--- config.mk ---
export PLATFORM = sky130hd
export DESIGN_NAME = remote_trigger_output_control
export DESIGN_NICKNAME = d
export VERILOG_FILES = /design/src/rtoc_pkg.sv /design/src/remote_trigger_output_control.sv
export VERILOG_INCLUDE_DIRS = /design/src
export SDC_FILE = /design/constraint.sdc
export NUM_CORES = 1
export LEC_CHECK = 0
export ABC_CLOCK_PERIOD_IN_PS = 2950
export BUFFER_PORTS_ARGS = -buffer_cell sky130_fd_sc_hd__buf_2
export CORE_UTILIZATION = 35
export DETAILED_ROUTE_END_ITERATION = 12
export HOLD_SLACK_MARGIN = 0.03
export PLACE_DENSITY = 0.68
export SYNTH_ARGS = -nofsm -noshare
export SYNTH_HDL_FRONTEND = slang
export SYNTH_SLANG_ARGS = --single-unit
--- constraint.sdc ---
create_clock -name clk_i -period 2.95 [get_ports clk_i]
set_clock_uncertainty 0.1 [all_clocks]
set_input_delay 0.295 -clock clk_i [delete_from_list [all_inputs] [get_ports clk_i]]
set_output_delay 0.295 -clock clk_i [all_outputs]
set_load 0.01 [all_outputs]
--- src/rtoc_consts.svh ---
`ifndef RTOC_CONSTS_SVH
`define RTOC_CONSTS_SVH
// ----------------------------------------
// Register offsets (byte addresses)
// ----------------------------------------
`define CODE_ADDR     4'h0
`define STATE_ADDR    4'h4
`define STATUS_ADDR   4'h8
// ----------------------------------------
// Output string characters and layout
// ----------------------------------------
`define CHR_PLUS      8'h2B
`define CHR_MINUS     8'h2D
`define CHR_ZERO      8'h30
`define CHR_E         8'h45
`define CHR_CR        8'h0D
`define CHR_LF        8'h0A
`define LAST_BYTE     4'hC
`define CR_BYTE       4'hB
`define ERR_HEAD      12'h900
`define ERR_EXP       8'h05
// ----------------------------------------
// Timing and reset values
// ----------------------------------------
`define SETTLE_CYCLES_DEF 1000
`define STATUS_RST    8'h00
`endif

--- src/rtoc_pkg.sv ---
package rtoc_pkg;
    typedef enum logic [2:0] {
        free_run_code, hold_code, trigger_now_code, settled_trigger_code,
        read_right_code, read_left_code, auto_setup_code, other_code
    } code_t;
    typedef enum logic [1:0] {FREE_RUN, HOLD, TRIG_NOW, TRIG_SETTLED} trig_mode_t;
    typedef enum logic [1:0] {PH_IDLE, PH_SETTLE, PH_MEAS} phase_t;
    typedef struct packed {
        logic        neg;
        logic [19:0] digits;
        logic        exp_neg;
        logic [7:0]  exp;
    } result_t;
    typedef struct packed {
        logic settings_default;
        logic srq_cancel;
        logic lockout_clear;
        logic auto_setup;
    } ctl_t;
endpackage

--- src/remote_trigger_output_control.sv ---
`timescale 1ns/1ps
`include "rtoc_consts.svh"
// Function
// Settled trigger equals immediate trigger plus a settling delay before measuring.
// Group execute trigger runs one settled measurement cycle.
// In remote hold without lockout, the key trigger starts a settled cycle.
// An unread key-triggered result is overwritten by the newer measurement.
// Free run restarts the measurement after each bus command interruption.
// Triggered measurements are not interrupted; command handshake waits for completion.
// Each result is sent once, from the selected right or left display.
// Errors and DC results are sent regardless of selection; DC from right.
// Auto setup in remote forces special functions to zero-suffix settings.
// Any code before a triggered result is sent discards it and remeasures; the hold code here only sets hold, keeping the result.
// Controller sends trigger codes last and reads results before more codes.
// Talker stays addressed until abort, another talk address or untalk.
// Talk-only sends each result; if listener not ready, free run remeasures.
// Talk-status-only repeatedly sends the status byte, clearing it per transfer.
// Result string is sign, five digits, E, signed exponent, CR, LF.
// Values are in fundamental units with implied point after fifth digit.
// Errors use the same format above nine billion, code in last digits.
// Clear acts on selected clear when listening, on device clear always.
// Clear cancels pending service request, leaving code-error requests only.
// Clear restores default measurement, detector, filters and special functions.
// Clear selects right display, clears status, free run, and removes lockout.
// After a triggered result is read, the device returns to hold.
// Hold mode withholds bus output apart from service requests and polls.
// Free run is the default, entered on clear and local-to-remote.
// Settling delay is a parameter in clock cycles applied before sampling.
module remote_trigger_output_control #(
    parameter int SETTLE_CYCLES = `SETTLE_CYCLES_DEF
) (
    input  wire logic             clk_i,
    input  wire logic             rst_i,
    input  wire logic [3:0]       adr_i,
    input  wire logic [31:0]      dat_i,
    output logic [31:0]           dat_o,
    input  wire logic             we_i,
    input  wire logic [3:0]       sel_i,
    input  wire logic             cyc_i,
    input  wire logic             stb_i,
    output logic                  ack_o,
    input  wire logic             remote_i,
    input  wire logic             lockout_i,
    input  wire logic             listen_i,
    input  wire logic             univ_cmd_i,
    input  wire logic             addr_cmd_i,
    input  wire logic             get_i,
    input  wire logic             sdc_i,
    input  wire logic             dcl_i,
    input  wire logic             talk_addr_i,
    input  wire logic             unaddr_i,
    input  wire logic             key_trig_i,
    input  wire logic             talk_only_switch_i,
    input  wire logic             listen_only_switch_i,
    input  wire logic             addr_all_ones_i,
    output logic                  meas_start_o,
    input  wire logic             meas_done_i,
    input  wire rtoc_pkg::result_t right_i,
    input  wire rtoc_pkg::result_t left_i,
    input  wire logic             dc_i,
    input  wire logic             err_i,
    input  wire logic [7:0]       err_code_i,
    input  wire logic [7:0]       status_set_i,
    output logic [7:0]            byte_o,
    output logic                  dav_o,
    input  wire logic             ready_i,
    output logic                  inhibit_o,
    output rtoc_pkg::ctl_t        ctl_o
);
    import rtoc_pkg::*;

    localparam int CW = $clog2(SETTLE_CYCLES + 1);
    localparam logic [CW-1:0] SETTLE_LAST = CW'(SETTLE_CYCLES - 1);

    trig_mode_t    mode_ff, nxt_mode;
    phase_t        phase_ff, nxt_phase;
    logic [CW-1:0] cnt_ff;
    logic          start_ff, nxt_start;
    logic          go;
    logic          ack_ff;
    logic [31:0]   dat_ff;
    logic          remote_q_ff;
    logic          right_sel_ff;
    logic          talker_ff;
    logic          fresh_ff;
    result_t       buf_ff;
    logic [3:0]    idx_ff;
    logic [7:0]    byte_ff;
    logic          dav_ff;
    logic [7:0]    status_ff;
    ctl_t          ctl_ff;

    // ----------------------------------------
    // Decoded events
    // ----------------------------------------
    logic trig, busy, clear, get_t, key_t, remote_rise, intr;
    logic code_wr, code_take, status_only, talk_only, send_req, take, sent_done;
    code_t code;

    assign trig        = (mode_ff == TRIG_NOW) || (mode_ff == TRIG_SETTLED);
    assign busy        = (phase_ff != PH_IDLE);
    assign inhibit_o   = trig && busy;
    assign clear       = dcl_i || (sdc_i && listen_i);
    assign get_t       = get_i && remote_i && listen_i;
    assign key_t       = key_trig_i && remote_i && !lockout_i
                         && ((mode_ff == HOLD) || (trig && !busy));
    assign remote_rise = remote_i && !remote_q_ff;
    assign intr        = (mode_ff == FREE_RUN) && (phase_ff == PH_MEAS)
                         && (univ_cmd_i || (addr_cmd_i && listen_i));
    assign code        = code_t'(dat_i[2:0]);
    assign code_wr     = cyc_i && stb_i && we_i && !ack_ff && sel_i[0]
                         && (adr_i == `CODE_ADDR);
    assign code_take   = code_wr && !inhibit_o;
    assign status_only = addr_all_ones_i && talk_only_switch_i && !listen_only_switch_i;
    assign talk_only   = talk_only_switch_i && !addr_all_ones_i;
    assign send_req    = fresh_ff && (talker_ff || talk_only) && (mode_ff != HOLD);
    assign take        = dav_ff && ready_i;
    assign sent_done   = take && !status_only && (idx_ff == `LAST_BYTE);

    // ----------------------------------------
    // Wishbone slave
    // ----------------------------------------
    always_ff @(posedge clk_i)
    begin
        if (rst_i)
            ack_ff <= 1'b0;
        else
            ack_ff <= cyc_i && stb_i && !ack_ff && !(code_wr && inhibit_o);
    end

    always_ff @(posedge clk_i)
    begin
        if (rst_i)
            dat_ff <= 32'h0000_0000;
        else if (cyc_i && stb_i && !we_i && !ack_ff)
        begin
            case (adr_i)
                `STATE_ADDR:
                    dat_ff <= {24'h00_0000, 1'b0, mode_ff, phase_ff, right_sel_ff,
                               fresh_ff, talker_ff};
                `STATUS_ADDR:
                    dat_ff <= {24'h00_0000, status_ff};
                default:
                    dat_ff <= 32'h0000_0000;
            endcase
        end
    end

    assign ack_o = ack_ff;
    assign dat_o = dat_ff;

    // ----------------------------------------
    // Trigger mode and measurement sequencing
    // ----------------------------------------
    always_comb
    begin
        nxt_mode = mode_ff;
        go       = 1'b0;
        if (clear || remote_rise)
        begin
            nxt_mode = FREE_RUN;
            go       = 1'b1;
        end
        else if (get_t || key_t)
        begin
            nxt_mode = TRIG_SETTLED;
            go       = 1'b1;
        end
        else if (code_take)
        begin
            case (code)
                free_run_code:
                begin
                    nxt_mode = FREE_RUN;
                    go       = 1'b1;
                end
                hold_code:
                    nxt_mode = HOLD;
                trigger_now_code:
                begin
                    nxt_mode = TRIG_NOW;
                    go       = 1'b1;
                end
                settled_trigger_code:
                begin
                    nxt_mode = TRIG_SETTLED;
                    go       = 1'b1;
                end
                default:
                    go = trig;
            endcase
        end
        else if (sent_done && trig)
            nxt_mode = HOLD;
    end

    always_comb
    begin
        nxt_phase = phase_ff;
        nxt_start = 1'b0;
        if (go)
        begin
            nxt_phase = (nxt_mode == TRIG_SETTLED) ? PH_SETTLE : PH_MEAS;
            nxt_start = (nxt_mode != TRIG_SETTLED);
        end
        else
        begin
            case (phase_ff)
                PH_IDLE:
                    if (mode_ff == FREE_RUN)
                    begin
                        nxt_phase = PH_MEAS;
                        nxt_start = 1'b1;
                    end
                PH_SETTLE:
                    if (cnt_ff == '0)
                    begin
                        nxt_phase = PH_MEAS;
                        nxt_start = 1'b1;
                    end
                PH_MEAS:
                    if (intr)
                        nxt_start = 1'b1;
                    else if (meas_done_i)
                        nxt_phase = PH_IDLE;
                default:
                    nxt_phase = PH_IDLE;
            endcase
        end
    end

    always_ff @(posedge clk_i)
    begin
        if (rst_i)
        begin
            mode_ff  <= FREE_RUN;
            phase_ff <= PH_IDLE;
            start_ff <= 1'b0;
        end
        else
        begin
            mode_ff  <= nxt_mode;
            phase_ff <= nxt_phase;
            start_ff <= nxt_start;
        end
    end

    always_ff @(posedge clk_i)
    begin
        if (rst_i)
            cnt_ff <= '0;
        else if (go)
            cnt_ff <= SETTLE_LAST;
        else if (phase_ff == PH_SETTLE && cnt_ff != '0)
            cnt_ff <= cnt_ff - 1'b1;
    end

    assign meas_start_o = start_ff;

    always_ff @(posedge clk_i)
    begin
        if (rst_i)
            remote_q_ff <= 1'b0;
        else
            remote_q_ff <= remote_i;
    end

    // ----------------------------------------
    // Display selection, talker state, control pulses
    // ----------------------------------------
    always_ff @(posedge clk_i)
    begin
        if (rst_i || clear)
            right_sel_ff <= 1'b1;
        else if (code_take && code == read_right_code)
            right_sel_ff <= 1'b1;
        else if (code_take && code == read_left_code)
            right_sel_ff <= 1'b0;
    end

    always_ff @(posedge clk_i)
    begin
        if (rst_i || unaddr_i)
            talker_ff <= 1'b0;
        else if (talk_addr_i)
            talker_ff <= 1'b1;
    end

    always_ff @(posedge clk_i)
    begin
        if (rst_i)
            ctl_ff <= '0;
        else
        begin
            ctl_ff.settings_default <= clear;
            ctl_ff.srq_cancel       <= clear;
            ctl_ff.lockout_clear    <= clear;
            ctl_ff.auto_setup       <= code_take && code == auto_setup_code
                                       && remote_i;
        end
    end

    assign ctl_o = ctl_ff;

    // ----------------------------------------
    // Result capture
    // ----------------------------------------
    result_t src;

    always_comb
    begin
        if (err_i)
            src = '{neg: 1'b0, digits: {`ERR_HEAD, err_code_i}, exp_neg: 1'b0,
                    exp: `ERR_EXP};
        else if (dc_i || right_sel_ff)
            src = right_i;
        else
            src = left_i;
    end

    logic load;
    assign load = (phase_ff == PH_MEAS) && meas_done_i && !intr && !go && (idx_ff == 4'h0);

    always_ff @(posedge clk_i)
    begin
        if (rst_i)
            buf_ff <= '0;
        else if (load)
            buf_ff <= src;
    end

    always_ff @(posedge clk_i)
    begin
        if (rst_i || go)
            fresh_ff <= 1'b0;
        else if (load)
            fresh_ff <= 1'b1;
        else if (send_req && !dav_ff && !status_only)
            fresh_ff <= 1'b0;
    end

    // ----------------------------------------
    // Output string and status byte sender
    // ----------------------------------------
    function automatic logic [7:0] chr(input logic [3:0] i, input result_t r);
        case (i)
            4'h1:    chr = r.neg ? `CHR_MINUS : `CHR_PLUS;
            4'h2:    chr = `CHR_ZERO | {4'h0, r.digits[19:16]};
            4'h3:    chr = `CHR_ZERO | {4'h0, r.digits[15:12]};
            4'h4:    chr = `CHR_ZERO | {4'h0, r.digits[11:8]};
            4'h5:    chr = `CHR_ZERO | {4'h0, r.digits[7:4]};
            4'h6:    chr = `CHR_ZERO | {4'h0, r.digits[3:0]};
            4'h7:    chr = `CHR_E;
            4'h8:    chr = r.exp_neg ? `CHR_MINUS : `CHR_PLUS;
            4'h9:    chr = `CHR_ZERO | {4'h0, r.exp[7:4]};
            4'hA:    chr = `CHR_ZERO | {4'h0, r.exp[3:0]};
            4'hB:    chr = `CHR_CR;
            default: chr = `CHR_LF;
        endcase
    endfunction

    always_ff @(posedge clk_i)
    begin
        if (rst_i || go)
        begin
            idx_ff  <= 4'h0;
            dav_ff  <= 1'b0;
            byte_ff <= 8'h00;
        end
        else if (status_only)
        begin
            idx_ff <= 4'h0;
            if (take)
                dav_ff <= 1'b0;
            else if (!dav_ff && mode_ff != HOLD)
            begin
                dav_ff  <= 1'b1;
                byte_ff <= status_ff;
            end
        end
        else if (take)
        begin
            // A byte left over from status-only mode ends the transfer, not a string.
            if (idx_ff == `LAST_BYTE || idx_ff == 4'h0)
            begin
                dav_ff <= 1'b0;
                idx_ff <= 4'h0;
            end
            else
            begin
                byte_ff <= chr(idx_ff + 4'h1, buf_ff);
                idx_ff  <= idx_ff + 4'h1;
            end
        end
        else if (!dav_ff && send_req)
        begin
            dav_ff  <= 1'b1;
            idx_ff  <= 4'h1;
            byte_ff <= chr(4'h1, buf_ff);
        end
    end

    assign byte_o = byte_ff;
    assign dav_o  = dav_ff;

    always_ff @(posedge clk_i)
    begin
        if (rst_i)
            status_ff <= `STATUS_RST;
        else if (clear || (status_only && take))
            status_ff <= `STATUS_RST | status_set_i;
        else
            status_ff <= status_ff | status_set_i;
    end
endmodule // remote_trigger_output_control

After elaboration in Yosys (flattened, before gate mapping)
Cells that the tools add are included.
- register bits: 105
- output and inout bits: 48
- add/sub/neg operators: 2
- equal/unequal tests: 37
- mux-type cells: 47
- bitwise gates (word level): 1
- reductions and logical operators: 90
- operators with widths (cell ; number):
    7-bit case mux with 11 select lines ; 1
    30-bit 2-to-1 mux ; 2
    8-bit 2-to-1 mux ; 7
    1-bit logical AND ; 45
    4-bit equality test, second input constant ; 6
    4-bit by 3-bit equality test with 1-bit output, second input constant ; 5
    10-bit 2-to-1 mux ; 2
    2-bit 2-to-1 mux ; 10
    8-bit case mux with 2 select lines ; 1
    1-bit 2-to-1 mux ; 15
    1-bit zero test ; 13
    1-bit logical OR ; 13
    4-bit 2-to-1 mux ; 3
    3-bit inequality test, second input constant ; 4
    10-bit zero test ; 1
    10-bit nonzero test ; 1
    10-bit by 1-bit subtractor with 10-bit output, second input constant ; 1
    3-bit equality test, second input constant ; 3
    2-bit equality test, second input constant ; 4
    4-bit by 2-bit equality test with 1-bit output, second input constant ; 2
    4-bit zero test ; 2
    8-bit OR ; 1
    2-bit case mux with 4 select lines ; 1
    4-bit AND reduction ; 2
    20 further kinds ; 32

Longest topological paths before layout
Gate-level depths: netlist of the first run.
- depth in word-level cells: 13
- depth in mapped cells: 9
- depth with buffers taken out: 8

Worst setup path after synthesis of the first run
No wires, ideal clock.
- path type: input-to-reg
- start: input adr_i[0]
- end: register start_ff, in the netlist meas_start_o
- library setup time: 124 ps
- data arrival time: 2222 ps
- required time: 2726 ps
- slack: 504 ps
- stages on the path: 7
- buffers on the path: 1
- cells stage by stage: buf_2 -> or4_4 -> or4_4 -> mux2_4 -> a211oi_2 -> nor2b_4 -> nor3_2
- longest elaborated chain between the ends: 8
- elaborated cells between the ends (all ways): 11
- those cells by class: eq/ne (1); mux (7); reduce/logical (3)
- ends and longest elaborated chain (item ; RTL line ; source):
    start, declared ; remote_trigger_output_control.sv:34 ; input wire logic [3:0] adr_i,
    4-bit zero test (no line) * ; n/a ;
    1-bit logical AND * ; remote_trigger_output_control.sv:111 ; assign code_wr = cyc_i && stb_i && we_i && !ack_ff && sel_i[0]
    1-bit logical AND * ; remote_trigger_output_control.sv:113 ; assign code_take = code_wr && !inhibit_o;
    2-bit 2-to-1 mux ; remote_trigger_output_control.sv:169 ; else if (code_take)
    2-bit 2-to-1 mux ; remote_trigger_output_control.sv:164 ; else if (get_t || key_t)
    2-bit 2-to-1 mux ; remote_trigger_output_control.sv:159 ; if (clear || remote_rise)
    2-bit inequality test ; remote_trigger_output_control.sv:204 ; nxt_start = (nxt_mode != TRIG_SETTLED);
    1-bit 2-to-1 mux * ; remote_trigger_output_control.sv:201 ; if (go)
    end signal, assigned ; remote_trigger_output_control.sv:244 ; start_ff <= nxt_start;
    end, declared ; remote_trigger_output_control.sv:78 ; logic start_ff, nxt_start;
Every way passes the cells marked *; elsewhere a longest branch is shown, timed or not.
A chain may end at the register's enable or synchronous reset.

Worst setup path after layout of the first run
- start: register mode_ff[1]
- end: register buf_ff[1] (netlist name)
- longest elaborated chain between the ends: 11
- elaborated cells between the ends (all ways): 23
- those cells by class: eq/ne (3); mux (4); reduce/logical (16)
- ends and longest elaborated chain (item ; RTL line ; source):
    start, declared ; remote_trigger_output_control.sv:75 ; trig_mode_t mode_ff, nxt_mode;
    start signal, assigned ; remote_trigger_output_control.sv:242 ; mode_ff <= nxt_mode;
    2-bit equality test ; remote_trigger_output_control.sv:100 ; assign trig = (mode_ff == TRIG_NOW) || (mode_ff == TRIG_SETTLED);
    1-bit logical OR ; remote_trigger_output_control.sv:100 ;
    1-bit logical AND (on tied branches) ; remote_trigger_output_control.sv:102, remote_trigger_output_control.sv:106 ;
    1-bit zero test / 1-bit logical OR (equally long branches) ; remote_trigger_output_control.sv:113, remote_trigger_output_control.sv:106 ;
    1-bit logical AND (on tied branches) ; remote_trigger_output_control.sv:113, remote_trigger_output_control.sv:106 ;
    1-bit 2-to-1 mux / 1-bit logical OR (equally long branches) ; remote_trigger_output_control.sv:169, remote_trigger_output_control.sv:164 ;
    1-bit 2-to-1 mux ; remote_trigger_output_control.sv:164 ;
    1-bit 2-to-1 mux ; remote_trigger_output_control.sv:159 ;
    1-bit zero test ; remote_trigger_output_control.sv:322 ; assign load = (phase_ff == PH_MEAS) && meas_done_i && !intr && !go && (idx_ff == 4'h0);
    1-bit logical AND * (2 in a row) ; remote_trigger_output_control.sv:322 ;
    end signal, assigned ; remote_trigger_output_control.sv:329 ; buf_ff <= src;
    end, declared ; remote_trigger_output_control.sv:86 ; result_t buf_ff;
Marks and branches as above.

==> flow_metrics.py, run 1 <==
metrics = {
    "clock_tree": {
        "h-tree-depth": 3,
        "cts_tree": "yes",
        "clockRootBuffer": "clkbuf_16",
        "clock_sinks": 81,
        "clock_path_buffers": 2,
        "clk_pin_slew_ps": 70,
        "cts_inserted_buffers": 9,
        "clkLatencyLatePin_ps": 340,
    },
    "yosys": {
        "seq_area_frac_synth": 0.347,
        "synthTopCellsByArea": "dfxtp_1 35%, mux2i_1 7.9%, a21oi_1 7.0%",
        "ys_seq_elements": 81,
        "synth_area_per_cell_um2": 7.90,
        "synth_area_leader_cell": "dfxtp_1",
        "synth.distinct_cells": 66,
        "syn_inst": 591,
        "syn_area_mm2": 0.00467,
        "async_flop_share": 0,
        "ys.flop_type": "dfxtp_1",
        "netlist.area_leader.share": 0.347,
        "synth_edf_count": 0,
        "ys_warn_count": 0,
    },
    "finish": {
        "multi_input_area_mm2": 0.00273,
        "final_common_cell": "buf_2",
        "antennaDiodeCount": 0,
        "instances_no_fill": 889,
        "nFillCells": 1307,
        "fin_nets": 859,
        "final_cell_mix": "130 x buf_2, 81 x dfxtp_1, 73 x nor2_1",
        "syn_to_final_growth_pct": 23.5,
        "register_area_mm2": 0.00162,
        "postLayoutCellArea_mm2": 0.00577,
        "drive_gt1_frac": 0.264,
    },
    "drt": {
        "wl_mm": 12.6,
        "drtIter0Drc": 323,
        "drc": 0,
        "drtPass1Iterations": 5,
        "wl_per_cell_um": 14.1,
        "viasPerCell": 5.05,
        "ant_nets": 0,
        "vias": 4492,
    },
    "run_status": {
        "outcome": "complete, no violations",
    },
    "worst_setup_path": {
        "startpoint_type": "register",
        "r2r_slack_ps": 240,
        "worst-setup-path-type": "register to register",
        "worstPathMaxFanout": 18,
        "path_cells": "nor2b_1, a221o_1, and2_0, nor3_4, buf_12, mux2i_1, nor2_1",
        "cpMaxStageDelayCell": "nor3_4",
        "arrival_ps": 2810,
        "cp.required_ps": 3050,
        "slowest_delay_ps": 870,
        "crit_family": "simple AND/OR/NAND/NOR gates",
        "cp.buffers_inverters": 1,
        "end_kind": "register",
    },
    "die": {
        "core_mm2": 0.0128,
        "rows": 41,
        "die_h_um": 118,
        "io-pin-count": 187,
        "design.die.area_mm2": 0.0138,
        "die-width_um": 118,
        "start_util": 0.364,
    },
    "timing": {
        "rsz0062_at_grt": "false",
        "hold_viol_final": 0,
        "tns_ps": 0,
        "tightest_slew_ps": 1020,
        "slew-limit-headroom": 0.315,
        "fin_hold_ws_ps": 62.0,
        "fin_crit_ps": 2710,
        "finalCritPeriodShare": 0.918,
        "max_freq_ghz": 0.369,
        "drv_slew": 0,
        "setup_viol": 0,
    },
    "power_and_ir_drop": {
        "finalPower_mw": 2.58,
        "power_density_mw_per_mm2": 448,
        "p_leak_nw": 2.40,
        "vdd_drop_max_mv": 0.294,
    },
    "placement": {
        "placed_area_mm2": 0.00545,
        "dp_cells": 872,
        "dp_hpwl_mm": 9.60,
        "gp_congestion": 0.856,
        "io_buffers": 130,
    },
    "global_routing": {
        "grt_max_degree": 61,
        "grt_antenna_before_repair": 0,
        "grt_pass1_wl_mm": 20.2,
        "grt_overflow_total": 0,
        "grt_use_total": 0.181,
        "grt_pass1_vias": 4000,
    },
    "worst_hold_path": {
        "hold_class": "primary input to register",
    },
    "run": {
        "maxCapViolations": 0,
    },
}
==> area by class of cell <==
class | count | share of cell area
well taps | 172 | 0.0373
inverters | 13 | 0.00846
clock inverters | 7 | 0.0145
flip-flops and latches | 81 | 0.281
repair buffers | 154 | 0.147
multi-input cells | 453 | 0.473
clock buffers | 9 | 0.0391
==> metal layers <==
layer | track usage | share of wire
met1 | 0.226 | 0.45
met2 | 0.310 | 0.47
met4 | 0.0401 | 0.0092
met3 | 0.0514 | 0.067
met5 | 0 | 0
==> worst min-delay path, stage by stage <==
cell and delay (ps):
buf_2 80, a21oi_1 30, nor2_1 60
==> power by group <==
| group | internal [mW] | switching, mW |
|---|---|---|
| clock | 0.674 | 0.495 |
| sequential | 1.12 | 0.0201 |
| combinational | 0.122 | 0.153 |
| total | 1.91 | 0.668 |
==> per-stage QoR <==
stage	utilization	setup WS, ps
final	0.450	241
after global routing	0.450	64.7
after CTS	0.450	245
after detailed placement	0.425	283
after global placement	0.425	331
after floorplan	-	504
==> sequential cells by signal, summed over array words and instances (netlist names), 2 cells and up <==
name       count
byte_o         8
buf_ff        30
phase_ff       2
status_ff      8
ctl_o          2
idx_ff         4
cnt_ff        10
dat_o          8
mode_ff        2
==> cell families (layout without fill, tap and decap cells) <==
| kind of cell | after synthesis | after routing | share of synthesized area |
|---|---|---|---|
| other | 1 | 24 | 0.000803 |
| AND/OR/NAND/NOR | 223 | 223 | 0.231 |
| flip-flops | 81 | 81 | 0.347 |
| AO/OA/AOI/OAI | 146 | 146 | 0.200 |
| buffers and inverters | 80 | 183 | 0.0903 |
| XOR/XNOR | 12 | 12 | 0.0225 |
| multiplexers | 40 | 40 | 0.0874 |
| adder cells (fa/ha/maj) | 8 | 8 | 0.0214 |
==> path summary, 6_finish.rpt <==
path | from | end | depth (start not counted)
hold reg to reg | dat_o[7]$_SDFFE_PP0P_ | dat_o[7]$_SDFFE_PP0P_ | 2
hold / removal | status_set_i[7] | status_ff[7]$_SDFF_PP0_ | 3
setup reg to reg | mode_ff[1]$_SDFF_PP0_ | buf_ff[1]$_SDFFE_PP0P_ | 7
setup / recovery | mode_ff[1]$_SDFF_PP0_ | buf_ff[1]$_SDFFE_PP0P_ | 7
==> cell usage after synthesis (6+ instances only) <==
library cell	count
a21oi_1	65
a22oi_1	10
nor3_1	16
nor2_1	74
mux2i_1	37
nand2_1	64
ha_1	8
and2_1	6
o21ai_0	22
clkbuf_1	30
nand2b_1	6
a211oi_1	13
dfxtp_1	81
xor2_1	7
buf_2	7
buf_4	28
nor4_1	11
inv_1	13
==> timing repair <==
action                    in CTS  in global routing
buffers inserted               0                  0
resized for setup              0                  0
hold endpoints to repair       1                  0
hold buffers                   1                  0
Power figures use the tool's default switching activity.
==> run 2: changes to the inputs <==
ABC_AREA = 1   (was not set)
PLACE_DENSITY = 0.67   (was 0.68)
==> run 2 against run 1 <==
Compared with the run above: first-iteration DRC count grew 26%; area after synthesis grew 8.8%; largest power group is now registers; critical path depth is 5 higher; synthesized cell count increased by 37%; clock-buffer cell count is 5 higher; global-route usage is 0.18 points higher; hold slack improved by 23 ps; sequential cell count did not move; fmax rose by 5.9%; die area is 8.7% higher; sequential power about the same; critical endpoint is now byte_o[5]$_SDFFE_PP0P_; combinational power rose by 20%.
==> flow_metrics.py, run 2 <==
metrics = {
    "clock_tree": {
        "clock_path_buffers": 2,
        "clockRootBuffer": "clkbuf_16",
        "cts_inserted_buffers": 9,
        "clock_sinks": 81,
        "clkLatencyLatePin_ps": 350,
        "h-tree-depth": 3,
        "cts_tree": "yes",
        "clk_pin_slew_ps": 60,
    },
    "finish": {
        "top_register": "buf_ff",
        "final_cell_mix": "165 x nand2_1, 140 x nor2_1, 130 x buf_2",
        "largest_reg_flops": 30,
        "syn_to_final_growth_pct": 18.5,
        "drive_gt1_frac": 0.182,
        "final_common_cell": "nand2_1",
        "multi_input_area_mm2": 0.00274,
        "antennaDiodeCount": 0,
        "biggestRegsByFlops": "buf_ff x30, cnt_ff x10",
        "postLayoutCellArea_mm2": 0.00602,
        "register_area_mm2": 0.00162,
        "nFillCells": 1519,
        "fin_nets": 1066,
    },
    "yosys": {
        "yosysMostFrequentCell": "nand2_1",
        "synth_area_leader_cell": "dfxtp_1",
        "netlist_top_cells_count": "165 x nand2_1, 141 x nor2_1, 109 x inv_1",
        "netlist.area_leader.share": 0.319,
        "syn_inst": 809,
        "seq_area_frac_synth": 0.319,
        "synth.distinct_cells": 42,
        "synth_edf_count": 0,
        "async_flop_share": 0,
        "ys_warn_count": 0,
        "ys_seq_elements": 81,
        "synth_area_per_cell_um2": 6.28,
        "synthTopCellsByArea": "dfxtp_1 32%, nand2_1 12%, nor2_1 10%",
        "ys.flop_type": "dfxtp_1",
        "syn_area_mm2": 0.00508,
    },
    "run_status": {
        "outcome": "complete, no violations",
    },
    "worst_setup_path": {
        "critPathCapture": "byte_o[5]$_SDFFE_PP0P_",
        "rr_worst_depth": 12,
        "worstPathMaxFanout": 16,
        "r2r_slack_ps": 390,
        "startpoint_type": "register",
        "worst-setup-path-type": "register to register",
        "cpMaxStageDelayCell": "dfxtp_1",
        "path_cells": "ha_1, inv_1, nand2_1, nand2_1, inv_1, nor2_1, nand2_1, nand2_1, nor3_1, nand3b_1, nand2_1, a21oi_1",
        "arrival_ps": 2690,
        "crit_family": "simple AND/OR/NAND/NOR gates",
        "r2r_end": "byte_o[5]$_SDFFE_PP0P_",
        "cp_common_cell": "nand2_1",
        "slowest_delay_ps": 500,
        "cp.depth": 12,
        "cp.buffers_inverters": 2,
        "r2r-start": "idx_ff[0]$_SDFFE_PP0P_",
        "cp.required_ps": 3080,
        "startpoint": "idx_ff[0]$_SDFFE_PP0P_",
        "end_kind": "register",
    },
    "timing": {
        "drv_slew": 0,
        "tightest_slew_ps": 894,
        "finalCritPeriodShare": 0.867,
        "rsz0062_at_grt": "false",
        "hold_viol_final": 0,
        "setup_viol": 0,
        "max_freq_ghz": 0.391,
        "fin_crit_ps": 2560,
        "slew-limit-headroom": 0.404,
        "fin_hold_ws_ps": 84.6,
        "tns_ps": 0,
    },
    "drt": {
        "wl_met1_mm": 6.38,
        "dr_wl_met2_mm": 5.95,
        "route.met3.wl_um": 792,
        "viasPerCell": 4.76,
        "wl_per_cell_um": 12.0,
        "drc": 0,
        "top_layer_used": "met4",
        "vias": 5253,
        "ant_nets": 0,
        "drtPass1Iterations": 5,
        "drtIter0Drc": 406,
        "wl_mm": 13.3,
    },
    "die": {
        "core_mm2": 0.0140,
        "rows": 43,
        "design.die.area_mm2": 0.0150,
        "die_h_um": 123,
        "die-width_um": 123,
        "io-pin-count": 187,
        "start_util": 0.362,
    },
    "global_routing": {
        "grt_pass1_wl_mm": 21.7,
        "grt_overflow_total": 0,
        "grt_use_total": 0.183,
        "grt_max_degree": 61,
        "grt_pass1_vias": 4687,
        "grt_antenna_before_repair": 0,
    },
    "placement": {
        "gp_congestion": 0.876,
        "dp_hpwl_mm": 10.0,
        "io_buffers": 130,
        "placed_area_mm2": 0.00570,
    },
    "power_and_ir_drop": {
        "finalPower_mw": 2.66,
        "p_leak_nw": 2.97,
        "power_density_mw_per_mm2": 442,
        "vdd_drop_max_mv": 0.282,
    },
    "run": {
        "maxCapViolations": 0,
    },
    "worst_hold_path": {
        "min_from": "status_set_i[0]",
        "hold_class": "primary input to register",
    },
}
run 2: cell types whose count changed after synthesis, moves of 18 or more:
cell,previous run,this run
inv_1,13,109
mux2i_1,37,0
nor2_1,74,141
o21ai_0,22,40
a21oi_1,65,36
nand2_1,64,165
nand3_1,4,56
o21ai_1,0,24
run 2: where the power goes:
part / switching, mW / total, mW / internal [mW] / leakage, nW
combinational: 0.196 / 0.329 / 0.134 / 2.15
sequential: 0.0303 / 1.17 / 1.13 / 0.662
clock: 0.443 / 1.17 / 0.724 / 0.153
run 2: layer usage:
layer / track usage / vias up
met5: 0 / -
met4: 0.0541 / 0
met3: 0.0455 / 16
met2: 0.292 / 146
met1: 0.242 / 2337
li1: - / 2754
run 2: logic make-up after synthesis:
group,share of synthesized area
simple gates,0.347
fa+ha+maj,0.0197
compound gates,0.143
buf+inv,0.160
other cells,0.000738
flops,0.319
xor+xnor,0.0103
run 2: cell type report:
cell class	count	area share
tap	180	0.0374
sequential	81	0.269
inverter	115	0.0725
clock buffer	14	0.0455
multi-input combinational	577	0.455
timing repair buffer	135	0.115
clock inverter	2	0.00582
run 2: how the worst min path moves through the flow:
stage                                    endpoint  slack, ps  depth (start not counted)
after floorplan            talker_ff$_SDFFE_PP0P_        270                          1
after detailed placement   byte_o[6]$_SDFFE_PP0P_        360                          2
after CTS                 status_ff[0]$_SDFF_PP0_         80                          3
after global routing      status_ff[1]$_SDFF_PP0_        100                          3
after global placement     byte_o[3]$_SDFFE_PP0P_        360                          2
final                     status_ff[0]$_SDFF_PP0_         80                          3
run 2: metrics by stage:
step                      instances  utilization  setup slack (ps)
after floorplan                 832            -              1080
after global placement         1087        0.406               475
after detailed placement       1087        0.406               463
after CTS                      1104        0.429               441
after global routing           1104        0.429               106
final                          1104        0.429               391
run 2: worst register-to-register path, stage by stage (launching register included):
cell,delay [ps]
dfxtp_1,500
ha_1,230
inv_1,40
nand2_1,50
nand2_1,270
inv_1,460
nor2_1,120
nand2_1,140
nand2_1,70
nor3_1,250
nand3b_1,110
nand2_1,70
a21oi_1,50
run 2: repair_timing:
item | in CTS | in global routing
buffers inserted | 0 | 0
endpoints found under the hold margin | 1 | 0
hold buffers | 1 | 0
endpoints found under the setup margin | 0 | 0
resized for setup | 0 | 0
